## config.mk

```make
export PLATFORM = sky130hd
export DESIGN_NAME = psb_top
export DESIGN_NICKNAME = d
export VERILOG_FILES = /design/src/hw/psb_pkg.sv /design/src/hw/psb_slots.sv /design/src/hw/psb_top.sv
export SDC_FILE = /design/constraint.sdc
export NUM_CORES = 1
export LEC_CHECK = 0
export ABC_AREA = 1
export BUFFER_PORTS_ARGS = -buffer_cell sky130_fd_sc_hd__buf_2
export CAP_MARGIN = 0
export CORE_ASPECT_RATIO = 0.5
export CORE_UTILIZATION = 40
export CTS_BUF_LIST = sky130_fd_sc_hd__clkbuf_4 sky130_fd_sc_hd__clkbuf_8
export DETAILED_ROUTE_END_ITERATION = 12
export GPL_ROUTABILITY_DRIVEN = 0
export PLACE_DENSITY = 0.63
export RECOVER_POWER = 50
export REMOVE_ABC_BUFFERS = 1
export SLEW_MARGIN = 20
export SYNTH_ARGS = -nofsm -noshare
export SYNTH_HDL_FRONTEND = slang
export SYNTH_SLANG_ARGS = --single-unit
export TNS_END_PERCENT = 30
```

## constraint.sdc

```tcl
create_clock -name aclk -period 2.6 [get_ports aclk]
set_input_delay 0.26 -clock aclk [delete_from_list [all_inputs] [get_ports aclk]]
set_output_delay 0.26 -clock aclk [all_outputs]
set_load 0.005 [all_outputs]
```

## src/hw/psb_pkg.sv

```systemverilog
package psb_pkg;
    localparam int          NUM_SLOTS      = 4;
    localparam int          ADDR_W         = 8;
    // byte addresses of the register words
    localparam logic [7:0]  ADDR_STATUS    = 8'h00;
    localparam logic [7:0]  ADDR_CONTROL   = 8'h04;
    localparam logic [7:0]  ADDR_IRQ_STAT  = 8'h08;
    localparam logic [7:0]  ADDR_IRQ_MASK  = 8'h0C;
    localparam logic [7:0]  ADDR_IN_BASE   = 8'h10;
    localparam logic [7:0]  ADDR_OUT_BASE  = 8'h20;
    // status field positions
    localparam int          BIT_ALL_IN_FULL  = 15;
    localparam int          BIT_IN_OVF       = 14;
    localparam int          BIT_IN_FULL_LO   = 8;
    localparam int          BIT_ALL_OUT_EMPTY = 7;
    localparam int          BIT_OUT_UNF      = 6;
    localparam int          BIT_OUT_EMPTY_LO = 0;
    // control field positions
    localparam int          BIT_SLAVE_EN     = 0;
    // interrupt event positions
    localparam int          IRQ_IN_OVF       = 0;
    localparam int          IRQ_OUT_UNF      = 1;
    localparam int          IRQ_IN_WRITTEN   = 2;
    localparam int          IRQ_OUT_TAKEN    = 3;
    localparam int          NUM_IRQ          = 4;
    localparam logic [1:0]  RESP_OKAY        = 2'h0;
    localparam logic [1:0]  RESP_SLVERR      = 2'h2;
    localparam logic [3:0]  SLOTS_NONE       = 4'h0;
    localparam logic [3:0]  SLOTS_ALL        = 4'hF;
endpackage

```

## src/hw/psb_slots.sv

```systemverilog
`timescale 1ns/1ps
// slot flag bookkeeping for the buffered slave mode
module psb_slots (
    // clock and reset
    input  wire logic       aclk,
    input  wire logic       aresetn,
    // host side events, one-cycle pulses
    input  wire logic       host_wr,
    input  wire logic [1:0] host_wr_slot,
    input  wire logic       host_rd,
    input  wire logic [1:0] host_rd_slot,
    // software side events, one-cycle pulses
    input  wire logic       sw_in_rd,
    input  wire logic [1:0] sw_in_slot,
    input  wire logic       sw_out_wr,
    input  wire logic [1:0] sw_out_slot,
    input  wire logic       clr_ovf,
    input  wire logic       clr_unf,
    // flags
    output logic [3:0]      in_full,
    output logic [3:0]      out_empty,
    output logic            in_ovf,
    output logic            out_unf,
    output logic            ovf_evt,
    output logic            unf_evt
);
    logic [3:0] in_full_r, in_full_nxt, out_empty_r, out_empty_nxt;
    logic       ovf_r, ovf_nxt, unf_r, unf_nxt;

    always_comb begin
        in_full_nxt   = in_full_r;
        out_empty_nxt = out_empty_r;
        ovf_evt       = host_wr && in_full_r[host_wr_slot];
        unf_evt       = host_rd && out_empty_r[host_rd_slot];
        if (sw_in_rd) begin
            in_full_nxt[sw_in_slot] = 1'b0;
        end
        if (host_wr) begin
            in_full_nxt[host_wr_slot] = 1'b1;
        end
        if (host_rd) begin
            out_empty_nxt[host_rd_slot] = 1'b1;
        end
        if (sw_out_wr) begin
            out_empty_nxt[sw_out_slot] = 1'b0;
        end
        // set wins over a clear in the same cycle
        ovf_nxt = (ovf_r && !clr_ovf) || ovf_evt;
        unf_nxt = (unf_r && !clr_unf) || unf_evt;
    end

    always_ff @(posedge aclk) begin
        if (!aresetn) begin
            in_full_r   <= psb_pkg::SLOTS_NONE;
            out_empty_r <= psb_pkg::SLOTS_ALL;
            ovf_r       <= 1'b0;
            unf_r       <= 1'b0;
        end else begin
            in_full_r   <= in_full_nxt;
            out_empty_r <= out_empty_nxt;
            ovf_r       <= ovf_nxt;
            unf_r       <= unf_nxt;
        end
    end

    assign in_full   = in_full_r;
    assign out_empty = out_empty_r;
    assign in_ovf    = ovf_r;
    assign out_unf   = unf_r;
endmodule

```

## src/hw/psb_top.sv

```systemverilog
`timescale 1ns/1ps
// buffered slave parallel port: byte slots, status flags, axi4-lite registers
module psb_top (
    // clock and reset
    input  wire logic        aclk,
    input  wire logic        aresetn,
    // axi4-lite write address
    input  wire logic        s_axi_awvalid,
    output logic             s_axi_awready,
    input  wire logic [7:0]  s_axi_awaddr,
    // axi4-lite write data
    input  wire logic        s_axi_wvalid,
    output logic             s_axi_wready,
    input  wire logic [31:0] s_axi_wdata,
    input  wire logic [3:0]  s_axi_wstrb,
    // axi4-lite write response
    output logic             s_axi_bvalid,
    input  wire logic        s_axi_bready,
    output logic [1:0]       s_axi_bresp,
    // axi4-lite read address
    input  wire logic        s_axi_arvalid,
    output logic             s_axi_arready,
    input  wire logic [7:0]  s_axi_araddr,
    // axi4-lite read data
    output logic             s_axi_rvalid,
    input  wire logic        s_axi_rready,
    output logic [31:0]      s_axi_rdata,
    output logic [1:0]       s_axi_rresp,
    // external host strobes, one-cycle pulses
    input  wire logic        host_wr,
    input  wire logic [1:0]  host_wr_slot,
    input  wire logic [7:0]  host_wr_data,
    input  wire logic        host_rd,
    input  wire logic [1:0]  host_rd_slot,
    output logic [7:0]       host_rd_data,
    // interrupt
    output logic             irq
);
    logic [7:0]  in_data_r [4];
    logic [7:0]  in_data_nxt [4];
    logic [7:0]  out_data_r [4];
    logic [7:0]  out_data_nxt [4];
    logic [7:0]  host_rd_data_r, host_rd_data_nxt;
    logic        slave_en_r, slave_en_nxt;
    logic [3:0]  irq_stat_r, irq_stat_nxt, irq_mask_r, irq_mask_nxt;
    logic        aw_got_r, aw_got_nxt, w_got_r, w_got_nxt;
    logic [7:0]  awaddr_r, awaddr_nxt;
    logic [31:0] wdata_r, wdata_nxt;
    logic [3:0]  wstrb_r, wstrb_nxt;
    logic        bvalid_r, bvalid_nxt;
    logic [1:0]  bresp_r, bresp_nxt;
    logic        rvalid_r, rvalid_nxt;
    logic [31:0] rdata_r, rdata_nxt;
    logic [1:0]  rresp_r, rresp_nxt;
    logic        wr_go, rd_go, h_wr, h_rd;
    logic        sw_in_rd, sw_out_wr, clr_ovf, clr_unf;
    logic [1:0]  sw_in_slot, sw_out_slot;
    logic [3:0]  in_full, out_empty;
    logic        in_ovf, out_unf, ovf_evt, unf_evt;
    logic [31:0] status_word;

    // slot index when addr hits a four-word slot window
    function automatic logic slot_hit(input logic [7:0] a, input logic [7:0] base);
        slot_hit = (a[7:4] == base[7:4]) && (a[1:0] == 2'h0);
    endfunction

    function automatic logic [1:0] slot_of(input logic [7:0] a);
        slot_of = a[3:2];
    endfunction

    // host strobes are ignored outside slave mode
    assign h_wr = host_wr && slave_en_r;
    assign h_rd = host_rd && slave_en_r;

    assign wr_go = aw_got_r && w_got_r && !bvalid_r;
    assign rd_go = s_axi_arvalid && !rvalid_r;
    assign sw_in_rd    = rd_go && slot_hit(s_axi_araddr, psb_pkg::ADDR_IN_BASE);
    assign sw_in_slot  = slot_of(s_axi_araddr);
    assign sw_out_wr   = wr_go && slot_hit(awaddr_r, psb_pkg::ADDR_OUT_BASE)
                         && wstrb_r[0];
    assign sw_out_slot = slot_of(awaddr_r);
    assign clr_ovf = wr_go && (awaddr_r == psb_pkg::ADDR_STATUS) && wstrb_r[1]
                     && wdata_r[psb_pkg::BIT_IN_OVF];
    assign clr_unf = wr_go && (awaddr_r == psb_pkg::ADDR_STATUS) && wstrb_r[0]
                     && wdata_r[psb_pkg::BIT_OUT_UNF];

    psb_slots u_slots (
        .aclk         (aclk),
        .aresetn      (aresetn),
        .host_wr      (h_wr),
        .host_wr_slot (host_wr_slot),
        .host_rd      (h_rd),
        .host_rd_slot (host_rd_slot),
        .sw_in_rd     (sw_in_rd),
        .sw_in_slot   (sw_in_slot),
        .sw_out_wr    (sw_out_wr),
        .sw_out_slot  (sw_out_slot),
        .clr_ovf      (clr_ovf),
        .clr_unf      (clr_unf),
        .in_full      (in_full),
        .out_empty    (out_empty),
        .in_ovf       (in_ovf),
        .out_unf      (out_unf),
        .ovf_evt      (ovf_evt),
        .unf_evt      (unf_evt)
    );

    // unimplemented fields stay zero; whole word zero outside slave mode
    always_comb begin
        status_word = 32'h0000_0000;
        if (slave_en_r) begin
            status_word[psb_pkg::BIT_ALL_IN_FULL] = &in_full;
            status_word[psb_pkg::BIT_IN_OVF] = in_ovf;
            status_word[psb_pkg::BIT_IN_FULL_LO +: 4] = in_full;
            status_word[psb_pkg::BIT_ALL_OUT_EMPTY] = &out_empty;
            status_word[psb_pkg::BIT_OUT_UNF] = out_unf;
            status_word[psb_pkg::BIT_OUT_EMPTY_LO +: 4] = out_empty;
        end
    end

    // data slots and host read path
    always_comb begin
        in_data_nxt      = in_data_r;
        out_data_nxt     = out_data_r;
        host_rd_data_nxt = host_rd_data_r;
        // overwrite on overflow: the newer byte is kept, the flag reports the loss
        if (h_wr) begin
            in_data_nxt[host_wr_slot] = host_wr_data;
        end
        if (sw_out_wr) begin
            out_data_nxt[sw_out_slot] = wdata_r[7:0];
        end
        if (h_rd) begin
            host_rd_data_nxt = out_data_r[host_rd_slot];
        end
    end

    // interrupt status, mask, control and the bus channels
    always_comb begin
        logic [3:0] evt;
        evt = 4'h0;
        evt[psb_pkg::IRQ_IN_OVF]     = ovf_evt;
        evt[psb_pkg::IRQ_OUT_UNF]    = unf_evt;
        evt[psb_pkg::IRQ_IN_WRITTEN] = h_wr;
        evt[psb_pkg::IRQ_OUT_TAKEN]  = h_rd;
        slave_en_nxt = slave_en_r;
        irq_mask_nxt = irq_mask_r;
        irq_stat_nxt = irq_stat_r;
        aw_got_nxt   = aw_got_r;
        w_got_nxt    = w_got_r;
        awaddr_nxt   = awaddr_r;
        wdata_nxt    = wdata_r;
        wstrb_nxt    = wstrb_r;
        bvalid_nxt   = bvalid_r;
        bresp_nxt    = bresp_r;
        rvalid_nxt   = rvalid_r;
        rdata_nxt    = rdata_r;
        rresp_nxt    = rresp_r;
        if (s_axi_awvalid && s_axi_awready) begin
            aw_got_nxt = 1'b1;
            awaddr_nxt = s_axi_awaddr;
        end
        if (s_axi_wvalid && s_axi_wready) begin
            w_got_nxt = 1'b1;
            wdata_nxt = s_axi_wdata;
            wstrb_nxt = s_axi_wstrb;
        end
        if (wr_go) begin
            aw_got_nxt = 1'b0;
            w_got_nxt  = 1'b0;
            bvalid_nxt = 1'b1;
            bresp_nxt  = psb_pkg::RESP_OKAY;
            if (awaddr_r == psb_pkg::ADDR_STATUS) begin
            end else if (awaddr_r == psb_pkg::ADDR_CONTROL) begin
                if (wstrb_r[0]) begin
                    slave_en_nxt = wdata_r[psb_pkg::BIT_SLAVE_EN];
                end
            end else if (awaddr_r == psb_pkg::ADDR_IRQ_STAT) begin
                if (wstrb_r[0]) begin
                    irq_stat_nxt = irq_stat_r & ~wdata_r[3:0];
                end
            end else if (awaddr_r == psb_pkg::ADDR_IRQ_MASK) begin
                if (wstrb_r[0]) begin
                    irq_mask_nxt = wdata_r[3:0];
                end
            end else if (slot_hit(awaddr_r, psb_pkg::ADDR_OUT_BASE)) begin
            end else begin
                bresp_nxt = psb_pkg::RESP_SLVERR;
            end
        end else if (bvalid_r && s_axi_bready) begin
            bvalid_nxt = 1'b0;
        end
        irq_stat_nxt = irq_stat_nxt | evt;
        if (rd_go) begin
            rvalid_nxt = 1'b1;
            rresp_nxt  = psb_pkg::RESP_OKAY;
            rdata_nxt  = 32'h0000_0000;
            if (s_axi_araddr == psb_pkg::ADDR_STATUS) begin
                rdata_nxt = status_word;
            end else if (s_axi_araddr == psb_pkg::ADDR_CONTROL) begin
                rdata_nxt[psb_pkg::BIT_SLAVE_EN] = slave_en_r;
            end else if (s_axi_araddr == psb_pkg::ADDR_IRQ_STAT) begin
                rdata_nxt[3:0] = irq_stat_r;
            end else if (s_axi_araddr == psb_pkg::ADDR_IRQ_MASK) begin
                rdata_nxt[3:0] = irq_mask_r;
            end else if (slot_hit(s_axi_araddr, psb_pkg::ADDR_IN_BASE)) begin
                rdata_nxt[7:0] = in_data_r[slot_of(s_axi_araddr)];
            end else if (slot_hit(s_axi_araddr, psb_pkg::ADDR_OUT_BASE)) begin
                rdata_nxt[7:0] = out_data_r[slot_of(s_axi_araddr)];
            end else begin
                rresp_nxt = psb_pkg::RESP_SLVERR;
            end
        end else if (rvalid_r && s_axi_rready) begin
            rvalid_nxt = 1'b0;
        end
    end

    always_ff @(posedge aclk) begin
        if (!aresetn) begin
            for (int i = 0; i < psb_pkg::NUM_SLOTS; i++) begin
                in_data_r[i]  <= 8'h00;
                out_data_r[i] <= 8'h00;
            end
            host_rd_data_r <= 8'h00;
            slave_en_r     <= 1'b0;
            irq_stat_r     <= 4'h0;
            irq_mask_r     <= 4'h0;
            aw_got_r       <= 1'b0;
            w_got_r        <= 1'b0;
            awaddr_r       <= 8'h00;
            wdata_r        <= 32'h0000_0000;
            wstrb_r        <= 4'h0;
            bvalid_r       <= 1'b0;
            bresp_r        <= 2'h0;
            rvalid_r       <= 1'b0;
            rdata_r        <= 32'h0000_0000;
            rresp_r        <= 2'h0;
        end else begin
            in_data_r      <= in_data_nxt;
            out_data_r     <= out_data_nxt;
            host_rd_data_r <= host_rd_data_nxt;
            slave_en_r     <= slave_en_nxt;
            irq_stat_r     <= irq_stat_nxt;
            irq_mask_r     <= irq_mask_nxt;
            aw_got_r       <= aw_got_nxt;
            w_got_r        <= w_got_nxt;
            awaddr_r       <= awaddr_nxt;
            wdata_r        <= wdata_nxt;
            wstrb_r        <= wstrb_nxt;
            bvalid_r       <= bvalid_nxt;
            bresp_r        <= bresp_nxt;
            rvalid_r       <= rvalid_nxt;
            rdata_r        <= rdata_nxt;
            rresp_r        <= rresp_nxt;
        end
    end

    assign s_axi_awready = !aw_got_r && !bvalid_r;
    assign s_axi_wready  = !w_got_r && !bvalid_r;
    assign s_axi_bvalid  = bvalid_r;
    assign s_axi_bresp   = bresp_r;
    assign s_axi_arready = !rvalid_r;
    assign s_axi_rvalid  = rvalid_r;
    assign s_axi_rdata   = rdata_r;
    assign s_axi_rresp   = rresp_r;
    assign host_rd_data  = host_rd_data_r;
    assign irq           = |(irq_stat_r & irq_mask_r);
endmodule

```

== Word-level counts from Yosys, hierarchy flattened ==
Cells that the tools add are included.
Widths: inputs -> output; s select.

* Flip-flop bits (word level): 156
* Bits in latches: 0
* RAM bits: 0
* ROM bits: 0
* Input port bits: 73
* Memories: 0

* Add/subtract/negate cells: 0
* Multipliers: 0
* Divide/modulo/power cells: 0
* Magnitude comparators: 14
* Equality and inequality tests: 9
* Shifts and indexed selects: 0
* Multiplexer cells: 64
* Bitwise logic cells: 18
* Reduce and logical (&&, ||, !) cells: 52

{| class="wikitable"
|+ Operators with widths
! operator !! number
|-
| $mux 8 || 12
|-
| $bwmux 32 || 2
|-
| $mux 4 || 14
|-
| $bmux 8 s2 || 3
|-
| $demux 8 s2 || 2
|-
| $eq 8x4->1 const B || 4
|-
| $logic_and 1x1->1 || 32
|-
| $mux 2 || 12
|-
| $and 4x4->4 || 4
|-
| $eq 8x3->1 const B || 2
|-
| $logic_not 8->1 || 2
|-
| $ge 3x3->1 const B || 4
|-
| $lt 2x3->1 const B || 4
|-
| $not 2->3 || 4
|-
| $not 4->4 || 3
|-
| $or 4x4->4 || 3
|-
| $reduce_and 4->1 || 3
|-
| $mux 1 || 11
|-
| $demux 1 s2 || 4
|-
| $eq 4x2->1 const B || 2
|-
| $ge 2x1->1 const B || 4
|-
| $mux 7 || 1
|-
| $logic_not 1->1 || 6
|-
| $lt 3x1->1 const B || 2
|-
| 10 further kinds || 17
|}

== Longest topological paths before layout ==
Gate-level depths: netlist (run 1).

* Depth after elaboration: 10
* Depth in mapped cells: 10
* Gate-level depth less buffers: 9

== By module ==
A second synthesis (run 1) with hierarchy kept.

* Cell total of the unflattened synthesis: 967
* Area, all modules: 6428.7 µm²

{| class="wikitable"
|+ Modules (own cells, without submodules)
! module !! instances !! cells each !! area each (µm²)
|-
| psb_top || 1 || 891 || 5941.9
|-
| psb_slots || 1 || 76 || 486.7
|}

== Worst setup path after synthesis (run 1) ==
Ideal clock, no wire load.

* Path kind: register -> register
* Start: register bvalid_r, in the netlist s_axi_bvalid
* End: register irq_mask_r[1]
* Library setup time: 128 ps
* Arrival time: 1194 ps
* Setup slack: 1278 ps
* Stages on the path, launching flop included: 7
* Path buffers: 0
* Clock period less this slack: 1322 ps
* Cell sequence: dfxtp_1 inv_1 nand3_2 nor2_1 nand2_1 o21ai_0 nor2_1

* Cells in the longest elaborated chain, start to end: 3

{| class="wikitable"
|+ Ends and longest elaborated chain
! item !! line !! RTL
|-
| from (decl) || psb_top.sv:50 || <nowiki>logic bvalid_r, bvalid_nxt;</nowiki>
|-
| from (signal assigned) || psb_top.sv:250 || <nowiki>bvalid_r <= bvalid_nxt;</nowiki>
|-
| $logic_not 1->1 || psb_top.sv:75 || <nowiki>assign wr_go = aw_got_r && w_got_r && !bvalid_r;</nowiki>
|-
| $logic_and 1x1->1 || psb_top.sv:75 ||
|-
| $reduce_and 6->1 (no source line) || n/a ||
|-
| to (signal assigned) || psb_top.sv:244 || <nowiki>irq_mask_r <= irq_mask_nxt;</nowiki>
|-
| to (decl) || psb_top.sv:45 || <nowiki>logic [3:0] irq_stat_r, irq_stat_nxt, irq_mask_r, irq_mask_nxt;</nowiki>
|}

Every way passes these cells.
A chain may end at the register's enable or synchronous reset.

== Worst setup path after layout (run 1) ==
* Start: register bvalid_r, in the netlist s_axi_bvalid
* End: register out_data_r[19] in the netlist's numbering

* Cells in the longest elaborated chain, start to end: 4

{| class="wikitable"
|+ Ends and longest elaborated chain
! item !! line !! RTL
|-
| $logic_not 1->1 || psb_top.sv:75 ||
|-
| $logic_and 1x1->1 || psb_top.sv:75 ||
|-
| $logic_and 1x1->1 || psb_top.sv:79 || <nowiki>assign sw_out_wr = wr_go && slot_hit(awaddr_r, psb_pkg::ADDR_OUT_BASE)</nowiki>
|-
| $logic_and 1x1->1 || psb_top.sv:80 || <nowiki>&& wstrb_r[0];</nowiki>
|-
| to (signal assigned) || psb_top.sv:240 || <nowiki>out_data_r <= out_data_nxt;</nowiki>
|-
| to (decl) || psb_top.sv:41 || <nowiki>logic [7:0] out_data_r [4];</nowiki>
|}

Every way passes these cells.

==> results of run 1 <==
[power groups by stage]
stage | Clock (mW) | Combinational [mW] | Sequential (mW)
after detailed placement | 0 | 0.358 | 2.13
after global routing | 1.95 | 0.404 | 2.09
after CTS | 1.86 | 0.360 | 2.08
after global placement | 0 | 0.355 | 2.12
after floorplan | 0 | 0.189 | 2.11
final | 1.84 | 0.355 | 2.08
[layout make-up]
type,instances,area share
tap,198,0.0362
timing repair buffer,90,0.0656
clock inverter,12,0.0230
multi-input combinational,620,0.405
inverter,94,0.0516
clock buffer,20,0.0384
sequential,130,0.380
[metal layers]
metal	vias to the layer above	track usage
li1	2967	-
met1	2643	0.304
met2	163	0.363
met3	20	0.0430
met4	0	0.0672
met5	-	0
[path summary, 6_finish.rpt]
check                                           startpoint                          end  slack, ns
worst max-delay path             s_axi_bvalid$_SDFFE_PN0P_  out_data_r[19]$_SDFFE_PN0P_       0.72
worst min-delay path                          s_axi_bready    s_axi_bvalid$_SDFFE_PN0P_       0.02
worst max register to register   s_axi_bvalid$_SDFFE_PN0P_  out_data_r[19]$_SDFFE_PN0P_       0.72
worst min register to register  in_data_r[14]$_SDFFE_PN0P_   in_data_r[14]$_SDFFE_PN0P_       0.46
[stage by stage]
step / area (sq um) / instances
2_1_floorplan: 5730 / 844
3_3_place_gp: 6460 / 1132
3_5_place_dp: 6460 / 1132
4_1_cts: 6880 / 1164
5_1_grt: 6840 / 1164
6_report: 6840 / 1164
[flip-flops by register name, indices dropped and copies added (netlist names), 2 cells and up]
| register | flops |
|---|---|
| in_data_r | 32 |
| out_data_r | 32 |
| s_axi_rdata | 14 |
| wdata_r | 9 |
| awaddr_r | 8 |
| host_rd_data | 8 |
| irq_mask_r | 4 |
| irq_stat_r | 4 |
| u_slots.in_full | 4 |
| u_slots.out_empty | 4 |
| wstrb_r | 2 |
[cell usage after synthesis (7+ instances only)]
cell type	n	area, sq um
o22ai_1	14	87.6
clkbuf_1	22	82.6
nor3_1	7	35.0
inv_1	86	323
buf_2	9	45.0
nor2_1	110	413
nand2_1	199	747
a21oi_1	106	531
buf_4	21	158
o21ai_0	92	460
nand3_1	46	230
dfxtp_1	130	2600
[logic make-up (layout without fill, tap and decap cells)]
kind of cell / after synthesis / after routing
AND/OR/NAND/NOR: 376 / 376
buffers and inverters: 147 / 216
AO/OA/AOI/OAI: 224 / 224
flip-flops: 130 / 130
other: 1 / 20
==> impl_metrics.csv, run 1 <==
group,metric,value,unit
outcome,status,"completed",
synth,synth.yosys.seq_area_share,0.437,
layout,fin_util,0.472,
worst_hold_path,hold_depth,2,
layout,diodes,0,
clock_network,htreeDepth,4,
clock_network,post_cts_buffers,0,
setup_path,critPathMaxStageDelay,0.47,ns
power,p_leak,2.82,nW
sta,hold_viol_final,0,
power,totalPowerFinal,4.28,mW
synth,netlist-cell-type-count,30,
route,drt-pass1-iter-count,5,
global_routing,grt_pass1_wl,26700,um
route,drt_iter0_drc,385,
power,ir_worst_vdd,0.261,mV
sta,setup_viol,0,
route,drcViolationCount,0,
layout,most-common-layout-cells,"199 x nand2_1, 130 x dfxtp_1, 110 x nor2_1, 106 x a21oi_1, 92 x o21ai_0",
synth,synthCells,878,
synth,synthAdderAreaFrac,0,
worst_hold_path,hold_class,"input pin to register",
sta,fin_setup_tns,0,ns
sta,finClkSkew,0.0123,ns
clock_network,tritoncts,"done",
route,wl_per_cell,14.2,um
synth,ys_async_sr_fraction,0,
synth,muxShareOfSynthArea,0,
setup_path,cpMostUsedCell,"nand2_1",
sta,fmax,531,MHz
global_routing,track_usage,0.223,
global_routing,grt-ovfl-total,0,
global_routing,grt_start_max_net_pins,84,
place,pre_cts_ws,0.803,ns
layout,drive_above_1_share,0.110,
synth,synth-simple-area-share,0.257,
synth,avgSynthCellArea,6.78,sq um
route,via_per_inst,4.98,
power,intPower,3.14,mW
layout,regArea,2600,sq um
global_routing,antenna_found_initial,0,
sta,worstMarginPinSlew,0.745,ns
job,cap_violations,0,
route,wl_met3,952,um
synth,ys_ff_latch,130,
power,combPwrFrac,0.083,
setup_path,crit_type,"register to register",
setup_path,path_depth,7,
setup_path,crit_path_max_fanout,14,
sta,worst_slack,0.716,ns
setup_path,path_buf_inv,1,
clock_network,clock_path_buffers,2,
global_routing,grt_pass1_vias,5249,
setup_path,cp_data_required_time,2.97,ns
sta,rsz0062_at_grt,"false",
layout,syn_to_final_growth,14.9,%
layout,fill_cells,1535,
route,top_layer,"met4",
sta,period_minus_slack,1.88,ns
sta,timing.slew.headroom,0.504,
route,wl_met2,7130,um
clock_network,cts_hold_buf,0,
setup_path,startpoint_type,"register",
clock_network,root_buffer,"clkbuf_8",
setup_path,end_kind,"register",
route,num_vias,5793,
synth,synth_edf_count,0,
setup_path,cpLargestDelayFamily,"simple AND/OR/NAND/NOR gates",
clock_network,clk_latency,0.44,ns
floorplanning,die_x,175,um
floorplanning,initial_core_util,0.411,
sta,slew_violations,0,
place,hpwl,11600,um
floorplanning,num_rows,31,
synth,yosys_warnings,0,
setup_path,arrival,2.26,ns
sta,fin_crit_sh,0.725,
setup_path,crit_path_cell_trace,"inv_1, nand3_1, nor3_2, nand2_1, nand2_1, nand2_1, nor2_1",
layout,fin_nets,1026,
power,p_sw_frac,0.265,
place,port_buffers,77,
setup_path,cpMaxStageDelayCell,"nand2_1",
sta,fin_hold_ws,0.0206,ns
route,drtAntennaViolNets,0,
clock_network,cts.sinks,130,
synth,synth_ff_type,"dfxtp_1",
floorplanning,ios,123,
layout,layout_commonest_cell,"nand2_1",
setup_path,reg2reg_depth,7,
synth,synth-xor-area-share,0,
synth,synth_top_family_by_area,"simple AND/OR/NAND/NOR gates",
clock_network,numCtsBuffers,17,
route,met1_length,8260,um
synth,synth_compound_area_frac,0.196,
clock_network,clk_pin_slew_worst_paths,0.07,ns
power,clkPwrFrac,0.431,
synth,netlist_area,5960,sq um
route,wirelength,16500,um
floorplanning,die-area,15400,sq um
power,netSwitchingPower,1.13,mW
power,power_density,625,nW/um^2
power,p_seq_frac,0.486,
floorplanning,core_area,14500,sq um
layout,multi_input_area,2770,sq um
floorplanning,die_h,88.3,um
clock_network,postCtsResizedCells,0,
(Power assumes the default switching activity.)
==> run 2: changes to the inputs <==
- PLACE_DENSITY: 0.63 -> 0.66
- clock period: 2.6 -> 1.71 ns (I/O delays scaled with it)
==> run 2 against run 1 <==
  * Clock skew down 0.0024 ns
  * Register-to-register slack lost 0.56 ns
  * Hold slack got worse by 0.017 ns
  * Non-clock buffer count grew 33
  * Largest power group unchanged
==> impl_metrics.csv, run 2 (synthesis gave the netlist of run 1 again) <==
group,metric,value,unit
floorplanning,core_area,14500,sq um
power,power_density,956,nW/um^2
setup_path,endpoint,"s_axi_rdata[15]$_SDFFE_PN0N_",
sta,fin_crit_sh,0.909,
layout,drive_above_1_share,0.126,
setup_path,cp_data_required_time,2.09,ns
route,drt_iter0_drc,394,
clock_network,cts.sinks,130,
worst_hold_path,min_from,"s_axi_wdata[2]",
global_routing,antenna_found_initial,0,
setup_path,startpoint_type,"register",
setup_path,end_kind,"register",
setup_path,reg2reg_depth,8,
clock_network,clock_path_buffers,2,
layout,layout_commonest_cell,"nand2_1",
layout,most-common-layout-cells,"196 x nand2_1, 130 x dfxtp_1, 109 x nor2_1, 106 x a21oi_1, 92 x o21ai_0",
layout,stdcell_count,1196,
setup_path,path_buf_inv,3,
sta,worstMarginPinSlew,0.501,ns
layout,fin_nets,1059,
layout,syn_to_final_growth,21.0,%
global_routing,grt_pass1_wl,26600,um
place,post_dp_cell_area,6640,sq um
route,drcViolationCount,0,
sta,slew_violations,0,
route,drt-pass1-iter-count,7,
sta,fin_hold_ws,0.00336,ns
setup_path,cpMaxStageDelayCell,"dfxtp_1",
clock_network,post_cts_buffers,0,
setup_path,cp-startpoint,"slave_en_r$_SDFFE_PN0P_",
clock_network,clk_pin_slew_worst_paths,0.07,ns
floorplanning,die_h,88.3,um
route,num_vias,6025,
floorplanning,die-area,15400,sq um
floorplanning,ios,123,
clock_network,tritoncts,"done",
route,via_per_inst,5.04,
clock_network,numCtsBuffers,17,
route,wl_per_cell,14.1,um
place,hpwl,12000,um
job,cap_violations,0,
floorplanning,initial_core_util,0.411,
sta,fin_setup_tns,0,ns
worst_hold_path,hold_class,"input pin to register",
power,ir_worst_vdd,0.342,mV
sta,fmax,643,MHz
sta,period_minus_slack,1.55,ns
setup_path,r2r_start,"slave_en_r$_SDFFE_PN0P_",
setup_path,cpLargestDelayFamily,"simple AND/OR/NAND/NOR gates",
global_routing,grt_pass1_vias,5338,
sta,hold_viol_final,0,
setup_path,r2r_end,"s_axi_rdata[15]$_SDFFE_PN0N_",
clock_network,root_buffer,"clkbuf_8",
power,totalPowerFinal,6.89,mW
outcome,status,"completed",
sta,timing.slew.headroom,0.665,
clock_network,htreeDepth,4,
setup_path,crit_path_max_fanout,5,
layout,multi_input_area,2790,sq um
sta,finClkSkew,0.00993,ns
setup_path,ff2ff_setup_slack,0.16,ns
clock_network,clk_latency,0.45,ns
layout,diodes,0,
setup_path,crit_type,"register to register",
route,wirelength,16800,um
global_routing,grt_start_max_net_pins,54,
sta,rsz0062_at_grt,"false",
place,port_buffers,77,
place,placedCellCount,1153,
layout,finalInstanceArea,7210,sq um
floorplanning,num_rows,31,
setup_path,crit_path_cell_trace,"clkbuf_1, inv_1, nor2_1, nand2_1, inv_1, nand2_1, or2_0, a21oi_1",
global_routing,track_usage,0.226,
layout,regArea,2600,sq um
setup_path,path_depth,8,
global_routing,grt-ovfl-total,0,
setup_path,arrival,1.93,ns
sta,setup_viol,0,
floorplanning,die_x,175,um
layout,fill_cells,1513,
power,p_leak,3.01,nW
setup_path,critPathMaxStageDelay,0.33,ns
route,drtAntennaViolNets,0,
==> run 2: what timing repair did <==
action                                  CTS  global route
endpoints found under the hold margin    12             0
hold buffers                             12             0
gates resized for setup                   0             5
endpoints found under the setup margin    0            36
==> run 2: how the worst min path moves through the flow <==
stage / slack [ns] / endpoint / cells past startpoint
floorplan: 0.24 / u_slots.out_empty[2]$_SDFF_PN1_ / 1
global placement: 0.39 / s_axi_bvalid$_SDFFE_PN0P_ / 2
detailed placement: 0.39 / s_axi_bvalid$_SDFFE_PN0P_ / 2
CTS: 0.002 / awaddr_r[5]$_SDFFE_PN0P_ / 3
global route: 0.03 / awaddr_r[5]$_SDFFE_PN0P_ / 3
finish: 0.003 / wdata_r[2]$_SDFFE_PN0P_ / 3
==> run 2: report_power, final <==
group / switching (mW) / internal (mW)
Clock: 1.23 / 1.90
Sequential: 0.0697 / 3.10
Combinational: 0.388 / 0.213
==> run 2: cell type report <==
cell class              count  area share
clock buffers              22      0.0411
clock inverters             9      0.0245
inverters                  94      0.0489
multi-input cells         620       0.387
flip-flops and latches    130       0.361
well taps                 198      0.0344
repair buffers            123       0.103
==> run 2: worst reg2reg max path, cell delays in order (launching register included) <==
cell and delay (ns):
dfxtp_1 0.33, clkbuf_1 0.17, inv_1 0.11, nor2_1 0.12, nand2_1 0.11, inv_1 0.21
nand2_1 0.10, or2_0 0.22, a21oi_1 0.12
==> run 2: metrics by stage <==
stage | worst slack (ns) | util
after global routing | 0.00120 | 0.497
after global placement | 0.115 | 0.458
after detailed placement | 0.104 | 0.458
after floorplan | -0.560 | -
after CTS | 0.0818 | 0.499
final | 0.155 | 0.497
==> run 2: per-layer routing <==
layer  vias to the layer above  GRT usage  wire length, um
met2                       237      0.353             7270
met5                         -          0                0
met1                      2707      0.306             7950
met3                        41     0.0430             1200
met4                         0      0.106              420
li1                       3040          -                -
